**src/rldcc_pkg.sv**
```systemverilog
// rldcc_pkg: register map, field layout, reset values, timing and codes
// for the radio link duty-cycle and configuration block.
// assumes a 100 MHz system clock and the plain register port.
package rldcc_pkg;
   // clock and millisecond tick
   localparam int unsigned CLK_HZ = 100_000_000;
   localparam int unsigned TICK_MS = 1;
   localparam int unsigned MS_CYCLES = CLK_HZ / 1000 * TICK_MS;
   // register byte offsets
   localparam logic [7:0] ADR_CTRL = 8'h00;
   localparam logic [7:0] ADR_NET = 8'h04;
   localparam logic [7:0] ADR_RADDR = 8'h08;
   localparam logic [7:0] ADR_BAUD = 8'h0c;
   localparam logic [7:0] ADR_IDLE = 8'h10;
   localparam logic [7:0] ADR_NODE = 8'h14;
   localparam logic [7:0] ADR_STAT = 8'h18;
   // control register fields, and the hop field of the network register
   localparam int IFC_LSB = 0;
   localparam int PROTO_LSB = 4;
   localparam int PWR_LSB = 8;
   localparam int RETRY_LSB = 12;
   localparam int HOP_LSB = 8;
   // interface codes
   localparam logic [2:0] IFC_SYNC = 3'h0;
   localparam logic [2:0] IFC_RS232 = 3'h1;
   localparam logic [2:0] IFC_USB = 3'h2;
   localparam logic [2:0] IFC_REPEATER = 3'h3;
   localparam logic [2:0] IFC_MODEM = 3'h4;
   // protocol codes
   localparam logic [1:0] PROTO_TRANSP = 2'h0;
   localparam logic [1:0] PROTO_AWARE = 2'h1;
   localparam logic [1:0] PROTO_NODE = 2'h2;
   // power mode codes and the no-retry code
   localparam logic [2:0] PWR_ON_NOHDR = 3'h0;
   localparam logic [2:0] PWR_ON_HDR1 = 3'h1;
   localparam logic [2:0] PWR_ON_HDR8 = 3'h2;
   localparam logic [2:0] PWR_HALF = 3'h3;
   localparam logic [2:0] PWR_ONE = 3'h4;
   localparam logic [2:0] PWR_EIGHT = 3'h5;
   localparam logic [1:0] RETRY_NONE = 2'h0;
   // value limits
   localparam logic [5:0] NET_MAX_ROUTED = 6'h03;
   // times in milliseconds
   localparam logic [13:0] HDR_HALF_MS = 14'd700;
   localparam logic [13:0] HDR_ONE_MS = 14'd1200;
   localparam logic [13:0] HDR_EIGHT_MS = 14'd8200;
   localparam logic [13:0] PER_HALF_MS = 14'd500;
   localparam logic [13:0] PER_ONE_MS = 14'd1000;
   localparam logic [13:0] PER_EIGHT_MS = 14'd8000;
   localparam logic [13:0] RX_ON_MS = 14'd100;
   // reset values
   localparam logic [15:0] CTRL_RST = 16'h0012;
   localparam logic [15:0] IDLE_RST = 16'd1000;
   localparam logic [15:0] IDLE_CNT_RST = 16'hffff;
   localparam logic [3:0] BAUD_RST = 4'h0;
   typedef enum logic [0:0] {ST_IDLE, ST_HEADER} rldcc_state_t;
endpackage : rldcc_pkg

```
**src/rldcc_top.sv**
```systemverilog
// rldcc_top: register file, protocol selection, link matching and the
// receiver duty cycle / wakeup header scheduler of one data radio.
// assumes synchronous inputs, one-cycle TX_REQ and RX_VALID pulses.
//
// Chosen here: the address-and-strobe port and the placing of the registers.
`timescale 1ns/1ps
module rldcc_top #(
   parameter int unsigned MS_CYCLES = rldcc_pkg::MS_CYCLES
) (
   input wire logic MCLK,
   input wire logic RST,
   input wire logic [7:0] ADDR,
   input wire logic [15:0] WDATA,
   input wire logic WR,
   input wire logic RD,
   output logic [15:0] RDATA,
   input wire logic TX_REQ,
   output logic TX_READY,
   output logic TX_GO,
   output logic HDR_ON,
   output logic RX_PWR,
   input wire logic RX_VALID,
   input wire logic [3:0] RX_HOP,
   input wire logic [5:0] RX_NET,
   input wire logic [9:0] RX_ADDR,
   output logic RX_ACCEPT,
   input wire logic [11:0] SER_ROUTE_ADDR,
   output logic [11:0] RF_ID,
   output logic RAW_FWD,
   output logic ACK_EN,
   output logic RETRY_EN,
   output logic BAUD_EN,
   output logic [3:0] BAUD_SEL
);
   typedef struct packed {
      logic [2:0] ifc;
      logic [1:0] proto;
      logic [2:0] pwr;
      logic [1:0] retry;
      logic [5:0] net;
      logic [3:0] hop;
      logic [9:0] raddr;
      logic [3:0] baud;
      logic [15:0] idle_ms;
      logic [11:0] node;
      logic reject;
      logic [15:0] rdata;
      logic [31:0] div;
      logic [13:0] phase;
      logic [15:0] idle_cnt;
      logic [13:0] hdr_cnt;
      rldcc_pkg::rldcc_state_t state;
      logic tx_go;
      logic rx_acc;
      logic [11:0] rf_id;
   } rldcc_st_t;

   rldcc_st_t s_r;
   rldcc_st_t s_nxt;
   logic tick;
   logic inactive;
   logic always_on;
   logic [13:0] hdr_len;
   logic [13:0] period;
   logic bad_ctrl;
   logic bad_net;
   logic bad_raddr;
   logic [1:0] w_proto;
   logic [1:0] w_retry;
   logic [2:0] w_ifc;
   logic [2:0] w_pwr;
   logic pkt_match;

   // mode dependent header length and sensing period
   always_comb begin
      hdr_len = 14'd0;
      period = rldcc_pkg::PER_ONE_MS;
      always_on = 1'b1;
      case (s_r.pwr)
         rldcc_pkg::PWR_ON_NOHDR: hdr_len = 14'd0;
         rldcc_pkg::PWR_ON_HDR1: hdr_len = rldcc_pkg::HDR_ONE_MS;
         rldcc_pkg::PWR_ON_HDR8: hdr_len = rldcc_pkg::HDR_EIGHT_MS;
         rldcc_pkg::PWR_HALF: begin
            hdr_len = rldcc_pkg::HDR_HALF_MS;
            period = rldcc_pkg::PER_HALF_MS;
            always_on = 1'b0;
         end
         rldcc_pkg::PWR_ONE: begin
            hdr_len = rldcc_pkg::HDR_ONE_MS;
            period = rldcc_pkg::PER_ONE_MS;
            always_on = 1'b0;
         end
         rldcc_pkg::PWR_EIGHT: begin
            hdr_len = rldcc_pkg::HDR_EIGHT_MS;
            period = rldcc_pkg::PER_EIGHT_MS;
            always_on = 1'b0;
         end
         default: hdr_len = 14'd0;
      endcase
   end

   // write validation against the protocol that will be in force
   assign w_ifc = WDATA[rldcc_pkg::IFC_LSB +: 3];
   assign w_proto = WDATA[rldcc_pkg::PROTO_LSB +: 2];
   assign w_pwr = WDATA[rldcc_pkg::PWR_LSB +: 3];
   assign w_retry = WDATA[rldcc_pkg::RETRY_LSB +: 2];
   assign bad_ctrl = (w_proto == rldcc_pkg::PROTO_TRANSP && w_retry != rldcc_pkg::RETRY_NONE)
      || (w_proto != rldcc_pkg::PROTO_TRANSP && s_r.net > rldcc_pkg::NET_MAX_ROUTED)
      || (w_ifc == rldcc_pkg::IFC_REPEATER && w_proto != rldcc_pkg::PROTO_NODE)
      || w_proto > rldcc_pkg::PROTO_NODE || w_pwr > rldcc_pkg::PWR_EIGHT || w_ifc > rldcc_pkg::IFC_MODEM;
   assign bad_net = (WDATA[7:6] != 2'h0)
      || (s_r.proto != rldcc_pkg::PROTO_TRANSP && WDATA[5:0] > rldcc_pkg::NET_MAX_ROUTED);
   assign bad_raddr = WDATA[15:10] != 6'h00;

   assign tick = s_r.div == 32'(MS_CYCLES - 1);
   assign inactive = s_r.idle_cnt >= s_r.idle_ms;
   // hop, network and, in transparent mode only, radio address must agree
   assign pkt_match = RX_VALID && RX_HOP == s_r.hop && RX_NET == s_r.net
      && (s_r.proto != rldcc_pkg::PROTO_TRANSP || RX_ADDR == s_r.raddr);

   // next-state logic for registers, counters and the header sequencer
   always_comb begin
      s_nxt = s_r;
      s_nxt.tx_go = 1'b0;
      s_nxt.rx_acc = pkt_match;
      s_nxt.div = tick ? 32'h0 : s_r.div + 32'h1;
      if (tick) begin
         s_nxt.phase = (s_r.phase >= period - 14'd1) ? 14'd0 : s_r.phase + 14'd1;
      end
      if (tick && s_r.idle_cnt != 16'hffff) begin
         s_nxt.idle_cnt = s_r.idle_cnt + 16'h1;
      end
      // register writes; rejected values leave the old setting in place
      if (WR) begin
         case (ADDR)
            rldcc_pkg::ADR_CTRL: begin
               if (bad_ctrl) begin
                  s_nxt.reject = 1'b1;
               end else begin
                  s_nxt.ifc = w_ifc;
                  s_nxt.proto = w_proto;
                  s_nxt.pwr = w_pwr;
                  s_nxt.retry = w_retry;
               end
            end
            rldcc_pkg::ADR_NET: begin
               if (bad_net) begin
                  s_nxt.reject = 1'b1;
               end else begin
                  s_nxt.net = WDATA[5:0];
                  s_nxt.hop = WDATA[rldcc_pkg::HOP_LSB +: 4];
               end
            end
            rldcc_pkg::ADR_RADDR: begin
               if (bad_raddr) begin
                  s_nxt.reject = 1'b1;
               end else begin
                  s_nxt.raddr = WDATA[9:0];
               end
            end
            rldcc_pkg::ADR_BAUD: s_nxt.baud = WDATA[3:0];
            rldcc_pkg::ADR_IDLE: s_nxt.idle_ms = WDATA;
            rldcc_pkg::ADR_NODE: s_nxt.node = WDATA[11:0];
            // clear is one-to-clear; a reject in the same write cannot occur here
            rldcc_pkg::ADR_STAT: if (WDATA[0]) s_nxt.reject = 1'b0;
            default: s_nxt.reject = s_r.reject;
         endcase
      end
      // read data stands only in the cycle after the strobe
      s_nxt.rdata = 16'h0000;
      if (RD) begin
         case (ADDR)
            rldcc_pkg::ADR_CTRL: s_nxt.rdata = {2'h0, s_r.retry, 1'b0, s_r.pwr, 2'h0, s_r.proto, 1'b0, s_r.ifc};
            rldcc_pkg::ADR_NET: s_nxt.rdata = {4'h0, s_r.hop, 2'h0, s_r.net};
            rldcc_pkg::ADR_RADDR: s_nxt.rdata = {6'h00, s_r.raddr};
            rldcc_pkg::ADR_BAUD: s_nxt.rdata = {12'h000, s_r.baud};
            rldcc_pkg::ADR_IDLE: s_nxt.rdata = s_r.idle_ms;
            rldcc_pkg::ADR_NODE: s_nxt.rdata = {4'h0, s_r.node};
            rldcc_pkg::ADR_STAT: s_nxt.rdata = {12'h000, RX_PWR, HDR_ON, inactive, s_r.reject};
            default: s_nxt.rdata = 16'h0000;
         endcase
      end
      // header sequencer: an idle link gets the mode's wakeup header first
      case (s_r.state)
         rldcc_pkg::ST_IDLE: begin
            if (TX_REQ) begin
               if (inactive && hdr_len != 14'd0) begin
                  s_nxt.state = rldcc_pkg::ST_HEADER;
                  s_nxt.hdr_cnt = 14'd0;
               end else begin
                  s_nxt.tx_go = 1'b1;
               end
            end
         end
         rldcc_pkg::ST_HEADER: begin
            if (tick) begin
               s_nxt.hdr_cnt = s_r.hdr_cnt + 14'd1;
               if (s_r.hdr_cnt == hdr_len - 14'd1) begin
                  s_nxt.state = rldcc_pkg::ST_IDLE;
                  s_nxt.tx_go = 1'b1;
               end
            end
         end
         default: s_nxt.state = rldcc_pkg::ST_IDLE;
      endcase
      // each send (tx_go) and each matching received packet restarts the idle timer
      if (s_nxt.tx_go || pkt_match) begin
         s_nxt.idle_cnt = 16'h0;
      end
      // RF identity depends on protocol
      case (s_r.proto)
         rldcc_pkg::PROTO_AWARE: s_nxt.rf_id = SER_ROUTE_ADDR;
         rldcc_pkg::PROTO_NODE: s_nxt.rf_id = s_r.node;
         default: s_nxt.rf_id = {2'h0, s_r.raddr};
      endcase
   end

   // one register for all state
   always_ff @(posedge MCLK or posedge RST) begin
      if (RST) begin
         s_r <= '0;
         s_r.ifc <= rldcc_pkg::CTRL_RST[rldcc_pkg::IFC_LSB +: 3];
         s_r.proto <= rldcc_pkg::CTRL_RST[rldcc_pkg::PROTO_LSB +: 2];
         s_r.idle_ms <= rldcc_pkg::IDLE_RST;
         s_r.idle_cnt <= rldcc_pkg::IDLE_CNT_RST;
         s_r.baud <= rldcc_pkg::BAUD_RST;
         s_r.state <= rldcc_pkg::ST_IDLE;
      end else begin
         s_r <= s_nxt;
      end
   end

   // outputs; receiver power follows mode flops and the phase counter
   assign RDATA = s_r.rdata;
   assign TX_GO = s_r.tx_go;
   assign TX_READY = s_r.state == rldcc_pkg::ST_IDLE;
   assign HDR_ON = s_r.state == rldcc_pkg::ST_HEADER;
   assign RX_PWR = always_on || s_r.phase < rldcc_pkg::RX_ON_MS;
   assign RX_ACCEPT = s_r.rx_acc;
   assign RF_ID = s_r.rf_id;
   assign RAW_FWD = s_r.proto == rldcc_pkg::PROTO_TRANSP;
   assign ACK_EN = s_r.proto != rldcc_pkg::PROTO_TRANSP;
   assign RETRY_EN = ACK_EN && s_r.retry != rldcc_pkg::RETRY_NONE;
   assign BAUD_EN = s_r.ifc == rldcc_pkg::IFC_RS232;
   assign BAUD_SEL = BAUD_EN ? s_r.baud : rldcc_pkg::BAUD_RST;
endmodule : rldcc_top

```
**config.mk**
```make
export PLATFORM = sky130hd
export DESIGN_NAME = rldcc_top
export DESIGN_NICKNAME = d
export VERILOG_FILES = /design/src/rldcc_pkg.sv /design/src/rldcc_top.sv
export SDC_FILE = /design/constraint.sdc
export NUM_CORES = 1
export LEC_CHECK = 0
export ABC_AREA = 1
export CORE_MARGIN = 1.5
export CORE_UTILIZATION = 35
export CTS_CLUSTER_SIZE = 30
export DETAILED_ROUTE_END_ITERATION = 10
export DONT_BUFFER_PORTS = 1
export HOLD_SLACK_MARGIN = 0.03
export PLACE_DENSITY_LB_ADDON = 0.1
export RECOVER_POWER = 25
export SLEW_MARGIN = 20
export SYNTH_ARGS = -nofsm -noshare
export SYNTH_HDL_FRONTEND = slang
export SYNTH_SLANG_ARGS = --single-unit
export TNS_END_PERCENT = 50
```
**constraint.sdc**
```tcl
create_clock -name MCLK -period 6.5 [get_ports MCLK]
set_input_delay 0.65 -clock MCLK [delete_from_list [all_inputs] [get_ports MCLK]]
set_output_delay 0.65 -clock MCLK [all_outputs]
set_load 0.01 [all_outputs]
```
Yosys cells after proc, flatten, opt, wreduce, memory -nomap -nowiden. Cells that the tools add are included. Widths: inputs -> output; s select.

Add/subtract/negate cells: 6. Multiply operators: 0. Div/mod/pow operators: 0. Magnitude comparators: 8. Eq/ne operators: 29. Shift operators: 0. Mux-type cells: 22. Bitwise gates (word level): 4. Reduce and logical (&&, ||, !) cells: 42.

Operators by type and width (number): $pmux 16 s7 (1); $mux 16 (5); $pmux 14 s3 (1); $add 32x1->32 const B (1); $eq 32x17->1 const B (1); $mux 32 (1); $pmux 16 s2 (1); $add 14x1->14 const B (2); $sub 14x1->14 const B (2); $pmux 13 s2 (1); $eq 8x5->1 const B (3); $pmux 12 s2 (1); $add 16x1->16 const B (1); $eq 8x4->1 const B (2); $ge 16x16->1 (1); $ne 16x16->1 const B (1); $mux 15 (1); $eq 14x14->1 (1); $ge 14x14->1 (1); $lt 14x7->1 const B (1); $mux 14 (1); $reduce_bool 14->1 (1); $gt 6x2->1 const B (2); $ne 2x2->1 const B (6); other kinds (29) (72).

Register bits: 170. Latch bits: 0. Memory bits (writable): 0. ROM bits: 0. Bits of input ports: 62. Output and inout bits: 41. Logic and storage cells: 131. Memories kept: 0.

Longest topological paths before layout.
Word-level depth: 10. Depth in mapped cells: 21. Depth with buffers taken out: 19.

Worst setup path before layout. OpenSTA, ideal clock, no wires.

Path kind: register to register. From: reg s_r[162] (netlist name). To: reg s_r[31] (netlist name). Setup time: 0.078 ns. Data arrival time: 2.459 ns. Required time: 6.422 ns. Path slack: 3.963 ns. Stages on the path, launching flop included: 20. Buffers on the path: 2. Period minus slack after synthesis: 2.537 ns. Cells stage by stage: dfrtp_1 buf_4 nand3_1 nand2_2 nor2_1 ha_1 inv_1 nor2_2 ha_1 xor2_1 nand2_1 nor2_1 nand2_1 nor2_1 nand2_1 nor2_2 nand3_2 nand3_4 buf_8 nor2_1.

Word-level cells in the longest chain between the ends: 10. Elaborated cells between the ends (all ways): 20. Those cells by class: 1 x add/sub; 6 x eq/ne; 7 x mux; 6 x reduce/logical.

RTL lines: from (decl) (line rldcc_top.sv:58) `rldcc_st_t s_r;`; from (signal assigned) (line rldcc_top.sv:229) `s_r <= s_nxt;`; $eq 3x3->1 (tied with other cells) (line rldcc_top.sv:79) `case (s_r.pwr)`; $reduce_or 2->1 (no source line); $pmux 14 s3 (*) (line rldcc_top.sv:79); $sub 14x1->14 / $reduce_bool 14->1 (equally long branches) (line rldcc_top.sv:198, rldcc_top.sv:187); $eq 14x14->1 / $logic_and 1x1->1 (equally long branches) (line rldcc_top.sv:198, rldcc_top.sv:187); $mux 2 / $mux 1 (equally long branches) (line rldcc_top.sv:198, rldcc_top.sv:187); $mux 16, on equally long branches (line rldcc_top.sv:196, rldcc_top.sv:186); $pmux 16 s2 (*) (line rldcc_top.sv:184) `case (s_r.state)`; $logic_or 1x1->1 (*) (line rldcc_top.sv:207) `if (s_nxt.tx_go || pkt_match) begin`; $mux 16 / $reduce_bool 2->1 (equally long branches).

Mark *: on every way between the ends. The rest lies on a longest branch, timed or not. The select of a mux whose other input is x is not followed. A chain may end at the register's enable or synchronous reset.

==> results.py <==
metrics = {
    "yosys": {
        "syn_area_um2": 9970,
        "ys.flop_type": "dfrtp_1",
        "seq_area_frac_synth_pct": 43.0,
        "async_flop_share_pct": 100,
        "synth_top_area_share_pct": 36.6,
        "yosysWarningCount": 0,
        "synth_cells": 1301,
        "synth_top_cells_by_count": "nand2_1, inv_1, dfrtp_1",
        "ys_ff_latch": 170,
        "synth_most_common_cell": "nand2_1",
        "synth_edf_count": 0,
        "synth_area_leaders": "dfrtp_1, nand2_1, inv_1",
        "synth.distinct_cells": 52,
        "syn_nets": 1398,
        "syn_avg_cell_area_um2": 7.67,
        "yosysTopAreaCell": "dfrtp_1",
    },
    "routing": {
        "wire_per_inst_um": 17.5,
        "drt_first_iter_violations": 593,
        "ant_nets": 0,
        "firstDrtPassIters": 5,
        "viasPerCell": 4.91,
        "post-route-drc-count": 0,
        "vias": 8173,
        "finalWirelength_um": 29100,
    },
    "timing": {
        "rsz0062_at_grt": "no",
        "period_needed_ns": 3.80,
        "hold_viol": 0,
        "post-route-period-util_pct": 58.5,
        "timing.final.ws_setup_ns": 2.70,
        "slew_headroom_pct": -195,
        "final-setup-viol-count": 0,
        "fmax_mhz": 263,
        "clock_skew_ns": 0.0144,
        "setup-tns-final_ns": 0,
        "whs_ns": 0.324,
        "drv_slew": 99,
        "tightest_slew_ns": 4.40,
    },
    "final_layout": {
        "drive_above_1_share_pct": 7.15,
        "finalCoreUtilization_pct": 38.5,
        "area_growth_pct": 7.79,
        "fin_area_um2": 10800,
        "final_nets": 1370,
        "antennaDiodeCount": 0,
        "nFillCells": 2967,
    },
    "floorplan": {
        "ioPinCount": 103,
        "die-area_um2": 29500,
        "num_rows": 61,
        "die_x_um": 172,
        "fp.dieH_um": 172,
        "start_util_pct": 35.7,
        "coreArea_um2": 27900,
    },
    "grt": {
        "grt_use_total_pct": 20.7,
        "grt-ovfl-total": 0,
        "grt_max_degree": 99,
        "antenna_found_initial": 1,
        "grt_pass1_wl_um": 45800,
        "grt_pass1_vias": 7919,
    },
    "setup_path": {
        "cp.required_ns": 6.93,
        "cp.arrival_ns": 4.23,
        "cp_max_fo": 98,
        "end_kind": "async pin",
        "cp_slowest_cell": "clkinvlp_2",
        "cp.depth": 2,
        "rr_worst_depth": 17,
        "crit_path_cell_trace": "clkinvlp_2 > buf_4",
        "crit_family": "buffers and inverters",
        "worst-setup-path-type": "in -> async",
        "slowest_delay_ns": 2.40,
        "crit_buf_inv": 2,
        "critPathLaunchType": "input port",
    },
    "place": {
        "place.gp.congestion": 0.855,
        "placed_cell_area_um2": 10200,
        "hpwl_um": 22300,
        "port_buffers": 0,
        "pre_cts_ws_ns": 3.62,
    },
    "clock_tree": {
        "ctsHoldBuffers": 0,
        "cts_resized": 0,
        "clkTransAtPathRegs_ns": 0.08,
        "numClockSinks": 170,
        "cts_buffer_depth": 2,
        "root_buffer": "clkbuf_16",
        "htree_levels": 4,
        "clk-insertion-delay-late_ns": 0.45,
        "cts_setup_buffers": 0,
        "tritoncts": "yes",
        "cts_made_buffers": 17,
    },
    "pwr": {
        "ir_drop_mv": 0.174,
        "power.density_nw_per_um2": 211,
        "p_leak_uw": 0.00508,
    },
    "worst_hold_path": {
        "hold-path-cell-count": 2,
        "hp-class": "in -> reg",
    },
    "job": {
        "cap_violations": 1,
    },
    "status": {
        "failed_checks": "capacitance limit, slew limit",
        "status": "finished, violations left",
    },
}
==> sequential cells by signal, indices dropped and copies added (netlist names) <==
register / count
RDATA: 16
TX_GO: 1
RF_ID: 12
HDR_ON: 1
s_r: 139
RX_ACCEPT: 1
==> layout by cell type (no fill, tap or decap), types with 3 or more instances in the layout <==
cell	netlist	layout
a211oi_1	4	4
a21oi_1	54	54
a22oi_1	6	6
a31oi_1	4	4
buf_4	29	4
clkbuf_16	0	17
clkinv_1	4	4
clkinv_4	0	3
dfrtp_1	146	146
dfstp_2	24	24
ha_1	35	35
inv_1	193	192
inv_2	5	5
inv_6	0	4
nand2_1	282	282
nand2_2	5	5
nand3_1	59	59
nand4_1	22	22
nor2_1	139	139
nor2_2	8	8
nor3_1	43	43
nor3b_1	5	5
nor4_1	13	13
o211ai_1	3	3
o21ai_0	93	93
o22ai_1	14	14
or2_2	4	4
xnor2_1	9	9
xor2_1	50	50
==> report_power, final <==
group	switching, uW	internal, uW
registers	14.4	1080
logic	73.6	28.3
clock network	483	588
==> per-layer routing <==
| metal | GRT usage (%) | vias to the layer above | part of all wire (%) |
|---|---|---|---|
| met1 | 28.3 | 3876 | 47 |
| met3 | 4.46 | 31 | 5.0 |
| met5 | 0 | - | 0.065 |
| li1 | - | 4094 | - |
| met2 | 33.0 | 170 | 46 |
| met4 | 5.60 | 2 | 1.7 |
==> stage by stage <==
stage / power [uW] / std cells
3_3_place_gp: 1220 / 1632
3_5_place_dp: 1220 / 1632
4_1_cts: 2290 / 1664
6_report: 2260 / 1664
5_1_grt: 2350 / 1664
2_1_floorplan: 1180 / 1301
==> cell families (layout without fill, tap and decap cells) <==
group           count (synthesis)  count (layout)  synth area share, %
simple gates                  592             592                 25.9
buf+inv                       253             238                 10.9
compound gates                192             192                 10.7
flops                         170             170                 43.0
xor+xnor                       59              59                 5.18
fa+ha+maj                      35              35                 4.39
==> final timing paths <==
check                               from        end  slack (ns)
max in group MCLK               s_r[164]    s_r[31]        3.61
min in group asynchronous            RST  RDATA[13]        1.40
worst min-delay path            WDATA[4]   s_r[112]        0.32
worst max-delay path                 RST   s_r[160]        2.70
worst min register to register  s_r[107]   s_r[107]        0.48
worst max register to register  s_r[164]    s_r[31]        3.61
==> layout make-up <==
type	count	area (um2)	area share, %
flip-flops and latches	170	4280	39.9
clock inverters	14	161	1.50
repair buffers	4	30.0	0.279
inverters	202	759	7.06
multi-input cells	878	4600	42.8
clock buffers	18	439	4.09
well taps	378	473	4.40
No activity file was read; power rests on OpenSTA's default activity.
